===== src/logic/sbi_pkg.sv =====
// constants for the single-bit serial bus interface with bus-supervision timer
//
// Operation
// every rising clock-line edge captures the data line into the received bit, bit 7.
// bit data read returns received bit over seven zeros and clears data ready.
// attention reads 1 whenever data ready, arbitration lost, start or stop flag is set.
// data ready sets on clock rise except idle slave; cleared by clear bit or data access.
// clock line is held low while data ready stays set.
// bit data write loads next transmit bit, clears data ready, enters transmit active.
// writing 1 to control bit 7 clears transmit active.
// idle slave write makes hardware ignore the bus until the next start.
// control writes generate a repeated start or a stop on the bus.
// bus interrupt when global and bus enables set and attention is set.
// software enables the bus interrupt only for idle waits, else polls attention.
// low three timer bits time minimum high, low, setup and bus-free spacing.
// timer stretches the clock low period to its minimum when software is fast.
// timer preload picked from four values by two prescale bits.
// ten-bit timer counts maximum clock change time, cleared by clock-line transitions.
// frame runs start to stop; timer idle when reset or stop is newer. Here the timer keeps counting and only its carry is masked.
// running timer carries out after 1020 to 1023 machine cycles without change.
// carry-out resets the interface, releases the clock line, raises timer interrupt.
// timer runs and resets the interface only while timer-run bit is set.
// timer interrupt enable is bit 7, bus interrupt enable bit 0.
// timer priority comes from a high-byte bit and a low-byte bit.
// transmitting a 1 but sampling 0 sets arbitration lost and releases data line.
// start and stop flags set at master or non-idle slave, cleared by own bits.
package sbi_pkg;

  // register addresses and reset values
  localparam logic [7:0] ADDR_CTRL      = 8'hd8;
  localparam logic [7:0] ADDR_DATA      = 8'hd9;
  localparam logic [7:0] CTRL_RESET     = 8'h81;

  // control/status write field positions
  localparam int unsigned WB_CLR_XACT   = 7;
  localparam int unsigned WB_IDLE       = 6;
  localparam int unsigned WB_CLR_DATA_READY_FLAG   = 5;
  localparam int unsigned WB_CLR_ARL    = 4;
  localparam int unsigned WB_CLR_STR    = 3;
  localparam int unsigned WB_CLR_STP    = 2;
  localparam int unsigned WB_SEND_RS    = 1;
  localparam int unsigned WB_SEND_STOP  = 0;
  localparam int unsigned DB_BIT        = 7;

  // interrupt enable field positions
  localparam int unsigned IEB_TIMER     = 7;
  localparam int unsigned IEB_BUS       = 0;

  // machine cycle timing: the timer advances once per machine cycle
  localparam int unsigned CLK_NS        = 10;
  localparam int unsigned MC_NS         = 60;
  localparam int unsigned MC_CLKS       = (MC_NS + CLK_NS - 1) / CLK_NS;

  // supervision timer geometry and preloads per prescale selection
  localparam int unsigned TMR_W         = 10;
  localparam logic [9:0]  TMR_PRELOAD0  = 10'h001;
  localparam logic [9:0]  TMR_PRELOAD1  = 10'h002;
  localparam logic [9:0]  TMR_PRELOAD2  = 10'h003;
  localparam logic [9:0]  TMR_PRELOAD3  = 10'h004;
  localparam logic [9:0]  TMR_LAST      = 10'h3ff;
  localparam logic [2:0]  MIN_LAST      = 3'h7;

  typedef enum logic [3:0] {
    SBI_M_IDLE, SBI_M_START, SBI_M_LOW, SBI_M_RISE, SBI_M_HIGH,
    SBI_M_RS_SDA, SBI_M_RS_RISE, SBI_M_STOP_SDA, SBI_M_STOP_RISE, SBI_M_FREE
  } sbi_mstate_t;

endpackage


===== src/logic/sbi_top.sv =====
// single-bit serial bus interface: bit engine, master sequencer, supervision timer
module sbi_top (
  input  wire logic       clk_sys_in,
  input  wire logic       reset_n_in,
  // special function register port
  input  wire logic [7:0] sfr_addr_in,
  input  wire logic       sfr_wr_in,
  input  wire logic       sfr_rd_in,
  input  wire logic [7:0] sfr_wdata_in,
  output logic      [7:0] sfr_rdata_out,
  // configuration and interrupt control bits
  input  wire logic       timer_run_bit_in,
  input  wire logic [1:0] prescale_sel_in,
  input  wire logic       master_request_in,
  input  wire logic       global_irq_enable_in,
  input  wire logic [7:0] second_irq_enable_reg_in,
  input  wire logic       timer_prio_high_bit_in,
  input  wire logic       timer_prio_low_bit_in,
  output logic            bus_irq_out,
  output logic            timer_irq_out,
  output logic      [1:0] timer_prio_out,
  // open-drain bus pins
  input  wire logic       scl_in,
  output logic            scl_out,
  output logic            scl_oe_out,
  input  wire logic       sda_in,
  output logic            sda_out,
  output logic            sda_oe_out
);

  ////////////////////////////////////////////////////////////////////////////
  // pin synchronisers and bus event detection

  logic scl_s1_r, scl_s2_r, scl_d_r;
  logic sda_s1_r, sda_s2_r, sda_d_r;

  // bus idles high, so the chain resets high to avoid a false event
  always_ff @(posedge clk_sys_in or negedge reset_n_in)
  begin
    if (!reset_n_in)
    begin
      {scl_s1_r, scl_s2_r, scl_d_r} <= 3'h7;
      {sda_s1_r, sda_s2_r, sda_d_r} <= 3'h7;
    end
    else
    begin
      {scl_s1_r, scl_s2_r, scl_d_r} <= {scl_in, scl_s1_r, scl_s2_r};
      {sda_s1_r, sda_s2_r, sda_d_r} <= {sda_in, sda_s1_r, sda_s2_r};
    end
  end

  // one-clock strobes taken from the synchronised pair and its delay flop
  wire scl_rise  = scl_s2_r & ~scl_d_r;
  wire scl_chg   = scl_s2_r ^ scl_d_r;
  wire start_det = scl_s2_r & scl_d_r & sda_d_r & ~sda_s2_r;
  wire stop_det  = scl_s2_r & scl_d_r & ~sda_d_r & sda_s2_r;

  ////////////////////////////////////////////////////////////////////////////
  // register port decode

  // address compare and per-bit write strobes; unmapped addresses do nothing
  wire ctrl_sel = (sfr_addr_in == sbi_pkg::ADDR_CTRL);
  wire data_sel = (sfr_addr_in == sbi_pkg::ADDR_DATA);
  wire ctrl_wr  = sfr_wr_in & ctrl_sel;
  wire data_wr  = sfr_wr_in & data_sel;
  wire data_rd  = sfr_rd_in & data_sel;
  wire w_cxa    = ctrl_wr & sfr_wdata_in[sbi_pkg::WB_CLR_XACT];
  wire w_idle   = ctrl_wr & sfr_wdata_in[sbi_pkg::WB_IDLE];
  wire w_cdr    = ctrl_wr & sfr_wdata_in[sbi_pkg::WB_CLR_DATA_READY_FLAG];
  wire w_clear_arbitration_lost   = ctrl_wr & sfr_wdata_in[sbi_pkg::WB_CLR_ARL];
  wire w_clear_start_seen   = ctrl_wr & sfr_wdata_in[sbi_pkg::WB_CLR_STR];
  wire w_clear_stop_seen   = ctrl_wr & sfr_wdata_in[sbi_pkg::WB_CLR_STP];
  wire w_send_repeated_start   = ctrl_wr & sfr_wdata_in[sbi_pkg::WB_SEND_RS];
  wire w_send_stop   = ctrl_wr & sfr_wdata_in[sbi_pkg::WB_SEND_STOP];

  ////////////////////////////////////////////////////////////////////////////
  // supervision timer

  logic [2:0]             mc_cnt_r;
  logic [sbi_pkg::TMR_W-1:0] tmr_r;
  logic                   min_done_r;
  logic                   frame_r;
  logic                   m_step;
  logic [9:0]             tmr_preload;

  // preload picks the carry point within the 1020..1023 window
  always_comb
  begin
    case (prescale_sel_in)
      2'h0:    tmr_preload = sbi_pkg::TMR_PRELOAD0;
      2'h1:    tmr_preload = sbi_pkg::TMR_PRELOAD1;
      2'h2:    tmr_preload = sbi_pkg::TMR_PRELOAD2;
      default: tmr_preload = sbi_pkg::TMR_PRELOAD3;
    endcase
  end

  // machine-cycle prescaler: the timer only counts up on mc_tick
  wire mc_tick     = (mc_cnt_r == 3'(sbi_pkg::MC_CLKS - 1));
  wire tmr_restart = scl_chg | m_step;
  wire tmr_run     = timer_run_bit_in;
  // timer keeps counting outside a frame but its carry is masked there; only a clock-line change
  // vetoes the carry, since the sequencer's own step depends on timeout
  wire timeout     = tmr_run & frame_r & mc_tick & ~scl_chg
                   & (tmr_r == sbi_pkg::TMR_LAST);
  // with the timer stopped no minimum spacing is enforced
  wire min_ok      = min_done_r | ~tmr_run;
  wire min_carry   = mc_tick & (tmr_r[2:0] == sbi_pkg::MIN_LAST);

  // a restart reloads the preload so every span is timed afresh
  wire [2:0] mc_cnt_nxt = mc_tick ? 3'h0 : mc_cnt_r + 3'h1;
  wire [9:0] tmr_nxt    = (!tmr_run || tmr_restart) ? tmr_preload
                        : mc_tick ? tmr_r + 10'h001 : tmr_r;
  wire       min_nxt    = tmr_restart ? 1'b0 : (min_done_r | min_carry);

  always_ff @(posedge clk_sys_in or negedge reset_n_in)
  begin
    if (!reset_n_in)
    begin
      mc_cnt_r   <= 3'h0;
      tmr_r      <= sbi_pkg::TMR_PRELOAD0;
      min_done_r <= 1'b0;
    end
    else
    begin
      mc_cnt_r   <= mc_cnt_nxt;
      tmr_r      <= tmr_nxt;
      min_done_r <= min_nxt;
    end
  end

  ////////////////////////////////////////////////////////////////////////////
  // master sequencer

  sbi_pkg::sbi_mstate_t m_state_r, m_state_nxt;
  logic send_repeated_start_pend_r, send_stop_pend_r;
  logic data_ready_flag_r, arl_r;

  // next state; every phase except the clock rise waits for its minimum time first
  always_comb
  begin
    m_state_nxt = m_state_r;
    case (m_state_r)
      sbi_pkg::SBI_M_IDLE:
        if (master_request_in && !frame_r && min_ok)
          m_state_nxt = sbi_pkg::SBI_M_START;
      sbi_pkg::SBI_M_START:
        if (min_ok)
          m_state_nxt = sbi_pkg::SBI_M_LOW;
      sbi_pkg::SBI_M_LOW:
        if (min_ok && send_stop_pend_r)
          m_state_nxt = sbi_pkg::SBI_M_STOP_SDA;
        else if (min_ok && send_repeated_start_pend_r)
          m_state_nxt = sbi_pkg::SBI_M_RS_SDA;
        else if (min_ok && !data_ready_flag_r)
          m_state_nxt = sbi_pkg::SBI_M_RISE;
      sbi_pkg::SBI_M_RISE:
        if (scl_s2_r)
          m_state_nxt = sbi_pkg::SBI_M_HIGH;
      sbi_pkg::SBI_M_HIGH:
        if (min_ok)
          m_state_nxt = sbi_pkg::SBI_M_LOW;
      sbi_pkg::SBI_M_RS_SDA:
        if (min_ok)
          m_state_nxt = sbi_pkg::SBI_M_RS_RISE;
      sbi_pkg::SBI_M_RS_RISE:
        if (scl_s2_r && min_ok)
          m_state_nxt = sbi_pkg::SBI_M_START;
      sbi_pkg::SBI_M_STOP_SDA:
        if (min_ok)
          m_state_nxt = sbi_pkg::SBI_M_STOP_RISE;
      sbi_pkg::SBI_M_STOP_RISE:
        if (scl_s2_r && min_ok)
          m_state_nxt = sbi_pkg::SBI_M_FREE;
      sbi_pkg::SBI_M_FREE:
        if (min_ok)
          m_state_nxt = sbi_pkg::SBI_M_IDLE;
      default:
        m_state_nxt = sbi_pkg::SBI_M_IDLE;
    endcase
    // losing arbitration or a bus hang drops mastership at once
    if (timeout || arl_r)
      m_state_nxt = sbi_pkg::SBI_M_IDLE;
  end

  // any state change restarts the spacing count for the next phase
  assign m_step = (m_state_nxt != m_state_r);

  // pin decode per state; the master only ever pulls a line low
  wire m_scl_low = (m_state_r == sbi_pkg::SBI_M_LOW)
                 | (m_state_r == sbi_pkg::SBI_M_RS_SDA)
                 | (m_state_r == sbi_pkg::SBI_M_STOP_SDA);
  wire m_sda_ctl = (m_state_r == sbi_pkg::SBI_M_START)
                 | (m_state_r == sbi_pkg::SBI_M_RS_SDA)
                 | (m_state_r == sbi_pkg::SBI_M_RS_RISE)
                 | (m_state_r == sbi_pkg::SBI_M_STOP_SDA)
                 | (m_state_r == sbi_pkg::SBI_M_STOP_RISE)
                 | (m_state_r == sbi_pkg::SBI_M_FREE);
  wire m_sda_low = (m_state_r == sbi_pkg::SBI_M_START)
                 | (m_state_r == sbi_pkg::SBI_M_STOP_SDA)
                 | (m_state_r == sbi_pkg::SBI_M_STOP_RISE);
  wire is_master = (m_state_r != sbi_pkg::SBI_M_IDLE);
  wire leave_low = (m_state_r == sbi_pkg::SBI_M_LOW) & m_step;

  ////////////////////////////////////////////////////////////////////////////
  // bit engine flags

  logic xact_r, tx_bit_r, received_bit_r, idle_r, str_r, stp_r;

  // an idle slave hears only starts; a master always hears the bus
  wire listen    = ~idle_r | is_master;
  wire arl_event = scl_rise & xact_r & tx_bit_r & ~sda_s2_r;
  wire attention = data_ready_flag_r | arl_r | str_r | stp_r;

  // a hardware set wins over a same-cycle software clear
  wire data_ready_flag_nxt  = ~timeout & ((scl_rise & listen)
                 | (data_ready_flag_r & ~w_cdr & ~data_rd & ~data_wr));
  wire arl_nxt   = ~timeout & (arl_event | (arl_r & ~w_clear_arbitration_lost));
  // a start always counts: it is the very event that wakes an idle slave
  wire str_nxt   = ~timeout & (start_det | (str_r & ~w_clear_start_seen));
  wire stp_nxt   = ~timeout & ((stop_det & listen) | (stp_r & ~w_clear_stop_seen));
  wire xact_nxt  = ~timeout & ~arl_event
                 & (data_wr | (xact_r & ~w_cxa));
  wire idle_nxt  = ~start_det & ~timeout
                 & ((w_idle & ~is_master) | idle_r);
  // frame spans start to stop; a hang ends it as well
  wire frame_nxt = start_det | (frame_r & ~stop_det & ~timeout);
  wire send_repeated_start_nxt  = ~timeout & is_master & (w_send_repeated_start | (send_repeated_start_pend_r & ~leave_low));
  wire send_stop_nxt  = ~timeout & is_master & (w_send_stop | (send_stop_pend_r & ~leave_low));

  always_ff @(posedge clk_sys_in or negedge reset_n_in)
  begin
    if (!reset_n_in)
    begin
      m_state_r   <= sbi_pkg::SBI_M_IDLE;
      {data_ready_flag_r, arl_r, str_r, stp_r, xact_r} <= 5'h00;
      {idle_r, frame_r, send_repeated_start_pend_r, send_stop_pend_r} <= 4'h0;
      tx_bit_r    <= 1'b1;
      received_bit_r      <= sbi_pkg::CTRL_RESET[7];
    end
    else
    begin
      m_state_r   <= m_state_nxt;
      data_ready_flag_r      <= data_ready_flag_nxt;
      arl_r       <= arl_nxt;
      str_r       <= str_nxt;
      stp_r       <= stp_nxt;
      xact_r      <= xact_nxt;
      idle_r      <= idle_nxt;
      frame_r     <= frame_nxt;
      send_repeated_start_pend_r <= send_repeated_start_nxt;
      send_stop_pend_r <= send_stop_nxt;
      if (data_wr)
        tx_bit_r  <= sfr_wdata_in[sbi_pkg::DB_BIT];
      if (scl_rise)
        received_bit_r    <= sda_s2_r;
    end
  end

  ////////////////////////////////////////////////////////////////////////////
  // pin drive, read data and interrupt outputs

  // slave stretch only starts once another master has pulled the clock low
  wire scl_oe_nxt = ~timeout & (m_scl_low | (data_ready_flag_r & ~scl_s2_r));
  wire sda_oe_nxt = ~timeout & (m_sda_ctl ? m_sda_low
                  : (xact_r & ~tx_bit_r & ~arl_event));
  // read mux: a control read leaves data ready alone, only a data read clears it
  wire [7:0] ctrl_rd = {received_bit_r, attention, data_ready_flag_r, arl_r, str_r, stp_r, is_master,
                        sbi_pkg::CTRL_RESET[0]};
  wire [7:0] data_rd_val = {received_bit_r, 7'h00};
  wire [7:0] rdata_nxt = (sfr_rd_in && ctrl_sel) ? ctrl_rd
                       : (sfr_rd_in && data_sel) ? data_rd_val
                       : sfr_rdata_out;
  // the bus request is a level, the timer request a one-cycle pulse, into the core's own interrupt logic
  wire bus_irq_nxt   = global_irq_enable_in & attention
                     & second_irq_enable_reg_in[sbi_pkg::IEB_BUS];
  wire timer_irq_nxt = timeout & second_irq_enable_reg_in[sbi_pkg::IEB_TIMER];

  // every output is registered, which keeps glitches off the bus pins
  always_ff @(posedge clk_sys_in or negedge reset_n_in)
  begin
    if (!reset_n_in)
    begin
      sfr_rdata_out  <= 8'h00;
      {scl_out, sda_out} <= 2'h0;
      {scl_oe_out, sda_oe_out} <= 2'h0;
      {bus_irq_out, timer_irq_out} <= 2'h0;
      timer_prio_out <= 2'h0;
    end
    else
    begin
      sfr_rdata_out  <= rdata_nxt;
      scl_out        <= 1'b0; // open drain: only ever drives low
      sda_out        <= 1'b0;
      scl_oe_out     <= scl_oe_nxt;
      sda_oe_out     <= sda_oe_nxt;
      bus_irq_out    <= bus_irq_nxt;
      timer_irq_out  <= timer_irq_nxt;
      timer_prio_out <= {timer_prio_high_bit_in, timer_prio_low_bit_in};
    end
  end

endmodule

===== config.mk =====
export PLATFORM = sky130hd
export DESIGN_NAME = sbi_top
export DESIGN_NICKNAME = d
export VERILOG_FILES = /design/src/logic/sbi_pkg.sv /design/src/logic/sbi_top.sv
export SDC_FILE = /design/constraint.sdc
export NUM_CORES = 1
export LEC_CHECK = 0
export ABC_AREA = 1
export BUFFER_PORTS_ARGS = -buffer_cell sky130_fd_sc_hd__buf_4
export CORE_MARGIN = 2
export CORE_UTILIZATION = 55
export DETAILED_ROUTE_END_ITERATION = 12
export PLACE_DENSITY_LB_ADDON = 0.12
export SLEW_MARGIN = 5
export SYNTH_ARGS = -nofsm -noshare
export SYNTH_HDL_FRONTEND = slang
export SYNTH_SLANG_ARGS = --single-unit

===== constraint.sdc =====
create_clock -name clk_sys_in -period 3 [get_ports clk_sys_in]
set_input_delay 0.6 -clock clk_sys_in [delete_from_list [all_inputs] [get_ports clk_sys_in]]
set_output_delay 0.6 -clock clk_sys_in [all_outputs]
set_load 0.02 [all_outputs]

==> results_dict.tcl, run 1 <==
set metrics [dict create \
    finalPower_uw 1879 \
    min_period_over_period_pct 84.62 \
    core_area_um2 4661 \
    min_period_ns 2.539 \
    clock-sinks 49 \
    yosysTopAreaCell "dfrtp_1" \
    vias 2286 \
    relSlewSlack_pct 59.89 \
    yosysSeqAreaShare_pct 46.94 \
    ff_latch_area_um2 1237 \
    crit_start "scl_d_r$_DFF_PN1_" \
    start_util_pct 56.56 \
    die_width_um 73.24 \
    grt_overflow 0 \
    status "complete, no violations" \
    r2r_end "tmr_r[2]$_DFFE_PN0P_" \
    diodes 0 \
    viasPerCell 5.207 \
    slew_violations 0 \
    finalHoldViolCount 0 \
    cp_max_fo 11 \
    htree_levels 2 \
    multi_input_area_um2 1164 \
    crit_path_start_kind "register" \
    p_leak_uw 0.001596 \
    syn_area_um2 2636 \
    yosysTopAreaCellShare_pct 37.97 \
    ctsHoldBuffers 0 \
    port_buffers 44 \
    wl_per_cell_um 12.20 \
    maxCapViolations 0 \
    synth_edf_count 0 \
    setup_viol 0 \
    die_h_um 73.24 \
    yosysWarnings 0 \
    dr.pass1.iters 4 \
    drive_gt1_share_pct 18.70 \
    grt_pass1_wl_um 9453 \
    post-route-util_pct 66.17 \
    placed_cell_area_um2 2990 \
    required_ns 3.20 \
    dpl.hpwl_um 4035 \
    worstMarginPinSlew_ns 0.6016 \
    r2r_slack_ns 0.46 \
    cts_inserted_buffers 5 \
    drcViolationCount 0 \
    p_per_area_nw_per_um2 609.1 \
    timing.rr.start "scl_d_r$_DFF_PN1_" \
    synth_common_cells "nand2_1 (95), inv_1 (47), dfrtp_1 (40)" \
    die_area_um2 5363 \
    critPathArrivalTime_ns 2.74 \
    crit_type "reg2reg" \
    min_path_type "in2async" \
    reg2reg_depth 15 \
    rsz0062_at_grt "no" \
    clk_pin_slew_ns 0.10 \
    max_freq_mhz 393.9 \
    ant_nets 0 \
    io_pins 53 \
    fillerInstances 405 \
    gp_congestion 0.9438 \
    grt_max_degree 50 \
    num_rows 25 \
    grt_usage_pct 22.53 \
    synth-main-ff-cell "dfrtp_1" \
    drt_iter0_drc 139 \
    skew_ns 0.01425 \
    cts_buffer_depth 2 \
    tns_ns 0 \
    synth.distinct_cells 34 \
    clk_latency_ns 0.31 \
    finish.instance_area_um2 3084 \
    synth.area.top_cells "dfrtp_1 (38%), nand2_1 (14%), dfstp_2 (9.0%), inv_1 (6.7%), nor2_1 (5.0%)" \
    synth_most_common_cell "nand2_1" \
    cts_setup_buffers 0 \
    ir_drop_v 0.0003218 \
    cts_tree "done" \
    postSynthAreaPerCell_um2 7.800 \
    clock-root-buffer "clkbuf_8" \
    first_global_vias 2213 \
    endpoint_kind "register" \
    synth_seq_cells 49 \
    synth_cells 338 \
    antenna_found_initial 0 \
    wl_um 5357 \
    fin_nets 428 \
    synthArstFlopShare_pct 100.0 \
    syn2layout_area_growth_pct 16.99 \
    cts_resized 0 \
]
==> cell usage in the layout, fill, tap and decap left out, drive strengths merged <==
cell and count:
nand2 96, inv 47, buf 46, dfrtp 40, nor2 40, nand3 24
o21ai 16, a21oi 14, dfstp 9, nand4 7, nor3 7, ha 7
clkbuf 7, nor4 4, nor3b 4, nand3b 2, xnor2 2, xor2 2
conb 2, and3 1, and2 1, a32oi 1, a31oi 1, o31ai 1
a221oi 1, o2111ai 1, mux2 1, clkinvlp 1
==> metal layers <==
metal  track usage, %  up-vias  part of all wire [%]
li1                 -     1169                     -
met1            29.26     1057                    45
met2            38.04       53                    49
met3            4.558        7                   4.6
met4            6.584        0                   1.1
met5                0        -                     0
==> critical path, stage by stage, from the launching register on <==
cell and delay (ns):
dfstp_2 0.53, inv_1 0.05, ha_1 0.38, nand3b_1 0.14, nor2_2 0.09, nor2_2 0.33
nand2_1 0.16, nand2_1 0.09, nand2_1 0.05, nor2_1 0.13, nand4_1 0.10, buf_4 0.19
nand2_1 0.07, nand2_1 0.05, inv_1 0.05, nand2_1 0.04
==> kinds of logic (layout without fill, tap and decap cells) <==
group,count (synthesis),count (layout),share of synthesized area (%)
AOI/OAI and AO/OA,35,35,7.215
muxes,1,1,0.4271
DFF,49,49,46.94
and+or+nand+nor,186,186,31.56
buffers and inverters,55,101,9.065
xor gates and xnor gates,4,4,1.329
other,1,2,0.1422
adders and majority gates,7,7,3.322
==> area by class of cell <==
cell class	instances	area share (%)
clock inverter	1	0.2434
sequential	49	40.12
clock buffer	7	2.799
inverter	47	5.720
tap	54	2.191
multi-input combinational	235	37.73
timing repair buffer	46	11.20
==> state kept, by name, summed over array words and instances, names as in the netlist, 2 cells and up <==
register / flops
m_state_r: 4
mc_cnt_r: 3
tmr_r: 10
timer_prio_out: 2
sfr_rdata_out: 8
==> worst max-delay path by stage <==
stage / end / slack (ns) / cells past startpoint
after floorplan: tmr_r[1]$_DFFE_PN0P_ / 0.87 / 14
after global placement: tmr_r[2]$_DFFE_PN0P_ / 0.56 / 15
after detailed placement: tmr_r[2]$_DFFE_PN0P_ / 0.50 / 15
after CTS: tmr_r[2]$_DFFE_PN0P_ / 0.43 / 15
after global routing: tmr_r[2]$_DFFE_PN0P_ / 0.18 / 14
final: tmr_r[2]$_DFFE_PN0P_ / 0.46 / 15
==> metrics by stage <==
step	hold WS (ns)	std cells	setup slack, ns
finish	0.2843	439	0.4615
global route	0.3530	439	0.1772
CTS	0.3258	439	0.4292
detailed placement	0.3505	431	0.5042
global placement	0.3458	431	0.5586
floorplan	0.3044	339	0.8717
==> report_power, final <==
group	total, uW	internal (uW)	switching [uW]
clock	409	188	221
sequential	814	738	75.8
combinational	656	233	423
total	1880	1160	720
No activity file was read; power rests on OpenSTA's default activity.
==> inputs of run 2 (changes only) <==
- clock period: 3 -> 2.4 ns (I/O delays scaled with it)
==> results_dict.tcl, run 2 (synthesis results as in run 1) <==
set metrics [dict create \
    ir_drop_v 0.0005497 \
    seqPwrFrac_pct 40.0 \
    dr.pass1.iters 4 \
    htree_levels 2 \
    required_ns 2.61 \
    reg.largest.list "tmr_r (10), sfr_rdata_out (8), m_state_r (4)" \
    p_leak_uw 0.001674 \
    met2_usage_pct 38.64 \
    largest_reg_flops 10 \
    top_usage_layer "met2" \
    fin_hold_ws_ns 0.1700 \
    met1_usage_pct 30.05 \
    fillerInstances 392 \
    antenna_found_initial 0 \
    critPathArrivalTime_ns 2.43 \
    relSlewSlack_pct 58.73 \
    worstMarginPinSlew_ns 0.6191 \
    grt_pass1_wl_um 9508 \
    first_global_vias 2166 \
    layout_commonest_cell "nand2_1" \
    die_h_um 73.24 \
    place_inst 441 \
    pre_cts_slack_ns 0.07480 \
    finalPower_uw 2500 \
    num_rows 25 \
    fin_nets 442 \
    gp_congestion 0.9303 \
    slew_violations 0 \
    dpl.hpwl_um 4275 \
    vias 2368 \
    cts_inserted_buffers 5 \
    syn2layout_area_growth_pct 22.50 \
    min_path_type "in2async" \
    clock-sinks 49 \
    intPower_uw 1525 \
    die_area_um2 5363 \
    use_met3_pct 5.525 \
    port_buffers 44 \
    final_cell_mix "nand2_1 (95), buf_4 (58), inv_1 (46)" \
    io_pins 53 \
    skew_ns 0.009763 \
    switching_power_uw 975.8 \
    wl_per_cell_um 13.06 \
    crit_type "reg2reg" \
    die_width_um 73.24 \
    min_period_ns 2.227 \
    cts_tree "done" \
    grt_overflow 0 \
    min_period_over_period_pct 92.80 \
    max_freq_mhz 449.0 \
    combinationalPowerShare_pct 38.9 \
    grt_usage_pct 23.09 \
    wl_um 5918 \
    cp_max_fo 11 \
    crit_path_start_kind "register" \
    cts_buffer_depth 2 \
    top_register "tmr_r" \
    p_per_area_nw_per_um2 774.3 \
    status "complete, no violations" \
    ant_nets 0 \
    endpoint_kind "register" \
    core_area_um2 4661 \
    start_util_pct 56.56 \
    clk_pin_slew_ns 0.10 \
    power.switching_fraction_pct 39.02 \
    drive_gt1_share_pct 23.31 \
    drt_iter0_drc 165 \
    drcViolationCount 0 \
    viasPerCell 5.227 \
    grt_max_degree 50 \
    clk_latency_ns 0.31 \
    maxCapViolations 0 \
    fin_cells 453 \
    pwr-share-clk_pct 21.1 \
    setup_viol 0 \
    clock-root-buffer "clkbuf_8" \
    worst_slack_ns 0.1729 \
    diodes 0 \
    finalHoldViolCount 0 \
]
run 2: power by group through the flow:
stage / Sequential, uW / Combinational, uW / Clock, uW
global placement: 1000 / 889 / 0
detailed placement: 1010 / 900 / 0
finish: 999 / 974 / 528
CTS: 993 / 905 / 542
global route: 1010 / 1100 / 568
floorplan: 1010 / 611 / 0
run 2: through the flow:
step                      instance area [um^2]  util, %  setup TNS [ns]
after global placement                    3065    65.77               0
after floorplan                           2640        -               0
after CTS                                 3166    67.92               0
final                                     3229    69.29               0
after global routing                      3229    69.29        -0.03764
after detailed placement                  3065    65.77               0
run 2: layer usage:
layer	wire length, um	up-vias
met4	28	0
met5	0	-
li1	-	1197
met2	2991	63
met1	2582	1104
met3	315	4
run 2: final timing paths:
check,from,endpoint,slack [ns],cells after the start
max,tmr_r[0]$_DFFE_PN1P_,tmr_r[2]$_DFFE_PN0P_,0.17,15
min,reset_n_in,timer_irq_out$_DFF_PN0_,0.17,1
max reg2reg,tmr_r[0]$_DFFE_PN1P_,tmr_r[2]$_DFFE_PN0P_,0.17,15
min reg2reg,scl_s1_r$_DFF_PN1_,scl_s2_r$_DFF_PN1_,0.36,0
max in group asynchronous,reset_n_in,timer_prio_out[1]$_DFF_PN0_,1.80,1
min in group clk_sys_in,sda_in,sda_s1_r$_DFF_PN1_,0.28,1
run 2: timing repair:
item / CTS / global route
hold buffers: 0 / 0
buffers inserted: 0 / 3
setup endpoints to repair: 0 / 13
hold endpoints to repair: 0 / 0
resized for setup: 0 / 11
run 2: layout make-up:
type | count | area (um^2) | share of cell area (%)
Multi-Input combinational cell | 236 | 1201 | 37.19
Timing Repair Buffer | 59 | 446.7 | 13.83
Inverter | 47 | 176.4 | 5.463
Clock buffer | 6 | 82.58 | 2.557
Sequential cell | 49 | 1237 | 38.32
Clock inverter | 2 | 17.52 | 0.5424
Tap cell | 54 | 67.56 | 2.092
run 2: critical path, cell delays in order, from the launching register on:
cell	delay [ns]
dfstp_2	0.58
ha_2	0.19
inv_1	0.05
nor2_2	0.12
nand3b_1	0.14
nor2_4	0.20
nor2_2	0.10
nand3_1	0.10
nand2_1	0.07
nor2_1	0.12
nand4_1	0.10
buf_6	0.17
nand2_1	0.06
nand2_1	0.04
inv_1	0.04
nand2_1	0.04
==> inputs of run 3 (changes only) <==
- CORE_UTILIZATION: 55 -> 48
==> results_dict.tcl, run 3 (synthesis results as in run 1) <==
set metrics [dict create \
    status "complete, no violations" \
    ir_drop_v 0.0004807 \
    drt_iter0_drc 116 \
    grt_usage_pct 21.47 \
    p_per_area_nw_per_um2 814.5 \
    reg.largest.list "tmr_r (10), sfr_rdata_out (8), m_state_r (4)" \
    place_inst 461 \
    clock-root-buffer "clkbuf_8" \
    required_ns 2.61 \
    cts_tree "done" \
    dr.pass1.iters 4 \
    final_cell_mix "nand2_1 (89), buf_4 (61), inv_1 (47)" \
    core_area_um2 5205 \
    r2r_end "tmr_r[2]$_DFFE_PN0P_" \
    slew_violations 0 \
    finalHoldViolCount 0 \
    cts_inserted_buffers 5 \
    p_leak_uw 0.001692 \
    diodes 0 \
    cp_max_fo 6 \
    die_area_um2 6101 \
    worstMarginPinSlew_ns 0.6250 \
    combinationalPowerShare_pct 43.6 \
    switching_power_uw 1083 \
    wl_um 6242 \
    finalPower_uw 2707 \
    skew_ns 0.01212 \
    start_util_pct 50.65 \
    die_width_um 78.11 \
    grt_overflow 0 \
    die_h_um 78.11 \
    reg2reg_depth 15 \
    pwr-share-clk_pct 18.9 \
    io_pins 53 \
    relSlewSlack_pct 58.33 \
    antenna_found_initial 0 \
    grt_max_degree 50 \
    endpoint "tmr_r[2]$_DFFE_PN0P_" \
    ant_nets 0 \
    intPower_uw 1624 \
    syn2layout_area_growth_pct 26.06 \
    endpoint_kind "register" \
    vias 2338 \
    drive_gt1_share_pct 26.30 \
    clk_latency_ns 0.32 \
    min_path_type "in2async" \
    layout_commonest_cell "nand2_1" \
    fin_cells 473 \
    min_period_over_period_pct 92.32 \
    min_period_ns 2.216 \
    port_buffers 44 \
    pre_cts_slack_ns 0.07663 \
    cts_buffer_depth 2 \
    grt_pass1_wl_um 10490 \
    clock-sinks 49 \
    crit_type "reg2reg" \
    largest_reg_flops 10 \
    crit_start "tmr_r[0]$_DFFE_PN1P_" \
    seqPwrFrac_pct 37.5 \
    timing.rr.start "tmr_r[0]$_DFFE_PN1P_" \
    first_global_vias 2270 \
    fin_nets 446 \
    num_rows 26 \
    worst_slack_ns 0.1844 \
    maxCapViolations 0 \
    ctsHoldBuffers 0 \
    htree_levels 2 \
    r2r_slack_ns 0.18 \
    dpl.hpwl_um 4476 \
    viasPerCell 4.943 \
    drcViolationCount 0 \
    power.switching_fraction_pct 40.01 \
    wl_per_cell_um 13.20 \
    max_freq_mhz 451.3 \
    top_register "tmr_r" \
    setup_viol 0 \
    clk_pin_slew_ns 0.10 \
    gp_congestion 0.8839 \
    critPathArrivalTime_ns 2.43 \
    crit_path_start_kind "register" \
]
run 3: repair_timing:
item	CTS	global route
setup buffers	0	2
setup endpoints to repair	0	13
gates resized for setup	0	23
hold endpoints to repair	0	0
run 3: per-stage QoR:
stage / area [um^2] / hold WS [ns] / utilization (%) / TNS, ns
final: 3323 / 0.1628 / 63.85 / 0
after global routing: 3323 / 0.2166 / 63.85 / -0.001056
after CTS: 3206 / 0.1955 / 61.59 / 0
after detailed placement: 3115 / 0.3469 / 59.86 / 0
after global placement: 3115 / 0.3454 / 59.86 / 0
after floorplan: 2640 / 0.1844 / - / 0
run 3: final cells by class:
cell class,count,area [um^2]
fill,496,1882
multi-input combinational,236,1256
sequential,49,1239
timing repair buffer,63,474.2
inverter,47,176.4
tap,70,87.58
clock buffer,5,68.82
clock inverter,3,21.27
run 3: worst min-delay path by stage:
stage | from | endpoint | cells past startpoint
after floorplan | reset_n_in | arl_r$_DFF_PN0_ | 0
after global placement | sda_s1_r$_DFF_PN1_ | sda_s2_r$_DFF_PN1_ | 0
after detailed placement | sda_s1_r$_DFF_PN1_ | sda_s2_r$_DFF_PN1_ | 0
after CTS | reset_n_in | timer_irq_out$_DFF_PN0_ | 1
after global routing | reset_n_in | timer_irq_out$_DFF_PN0_ | 1
final | reset_n_in | timer_irq_out$_DFF_PN0_ | 1
run 3: power by group through the flow:
stage | sequential [uW] | clock (uW) | combinational, uW
2_1_floorplan | 1010 | 0 | 611
3_3_place_gp | 1010 | 0 | 981
3_5_place_dp | 1010 | 0 | 987
4_1_cts | 998 | 523 | 993
5_1_grt | 1030 | 554 | 1310
6_report | 1010 | 512 | 1180
run 3: critical path, stage by stage, from the launching register on:
cell and delay, ns:
dfstp_2 0.59, ha_4 0.14, inv_1 0.06, nor2_4 0.10, nand3b_1 0.13, nor2_4 0.22
nor2_4 0.08, nand3_1 0.11, nand2_1 0.06, nor2_1 0.08, nand4_1 0.16, buf_6 0.18
nand2_1 0.05, nand2_1 0.05, inv_1 0.05, nand2_1 0.04
run 3: metal layers:
layer | part of all wire [%] | track usage (%)
met5 | 0 | 0
met4 | 1.5 | 5.088
met3 | 2.2 | 3.448
met2 | 49 | 36.98
met1 | 47 | 28.48
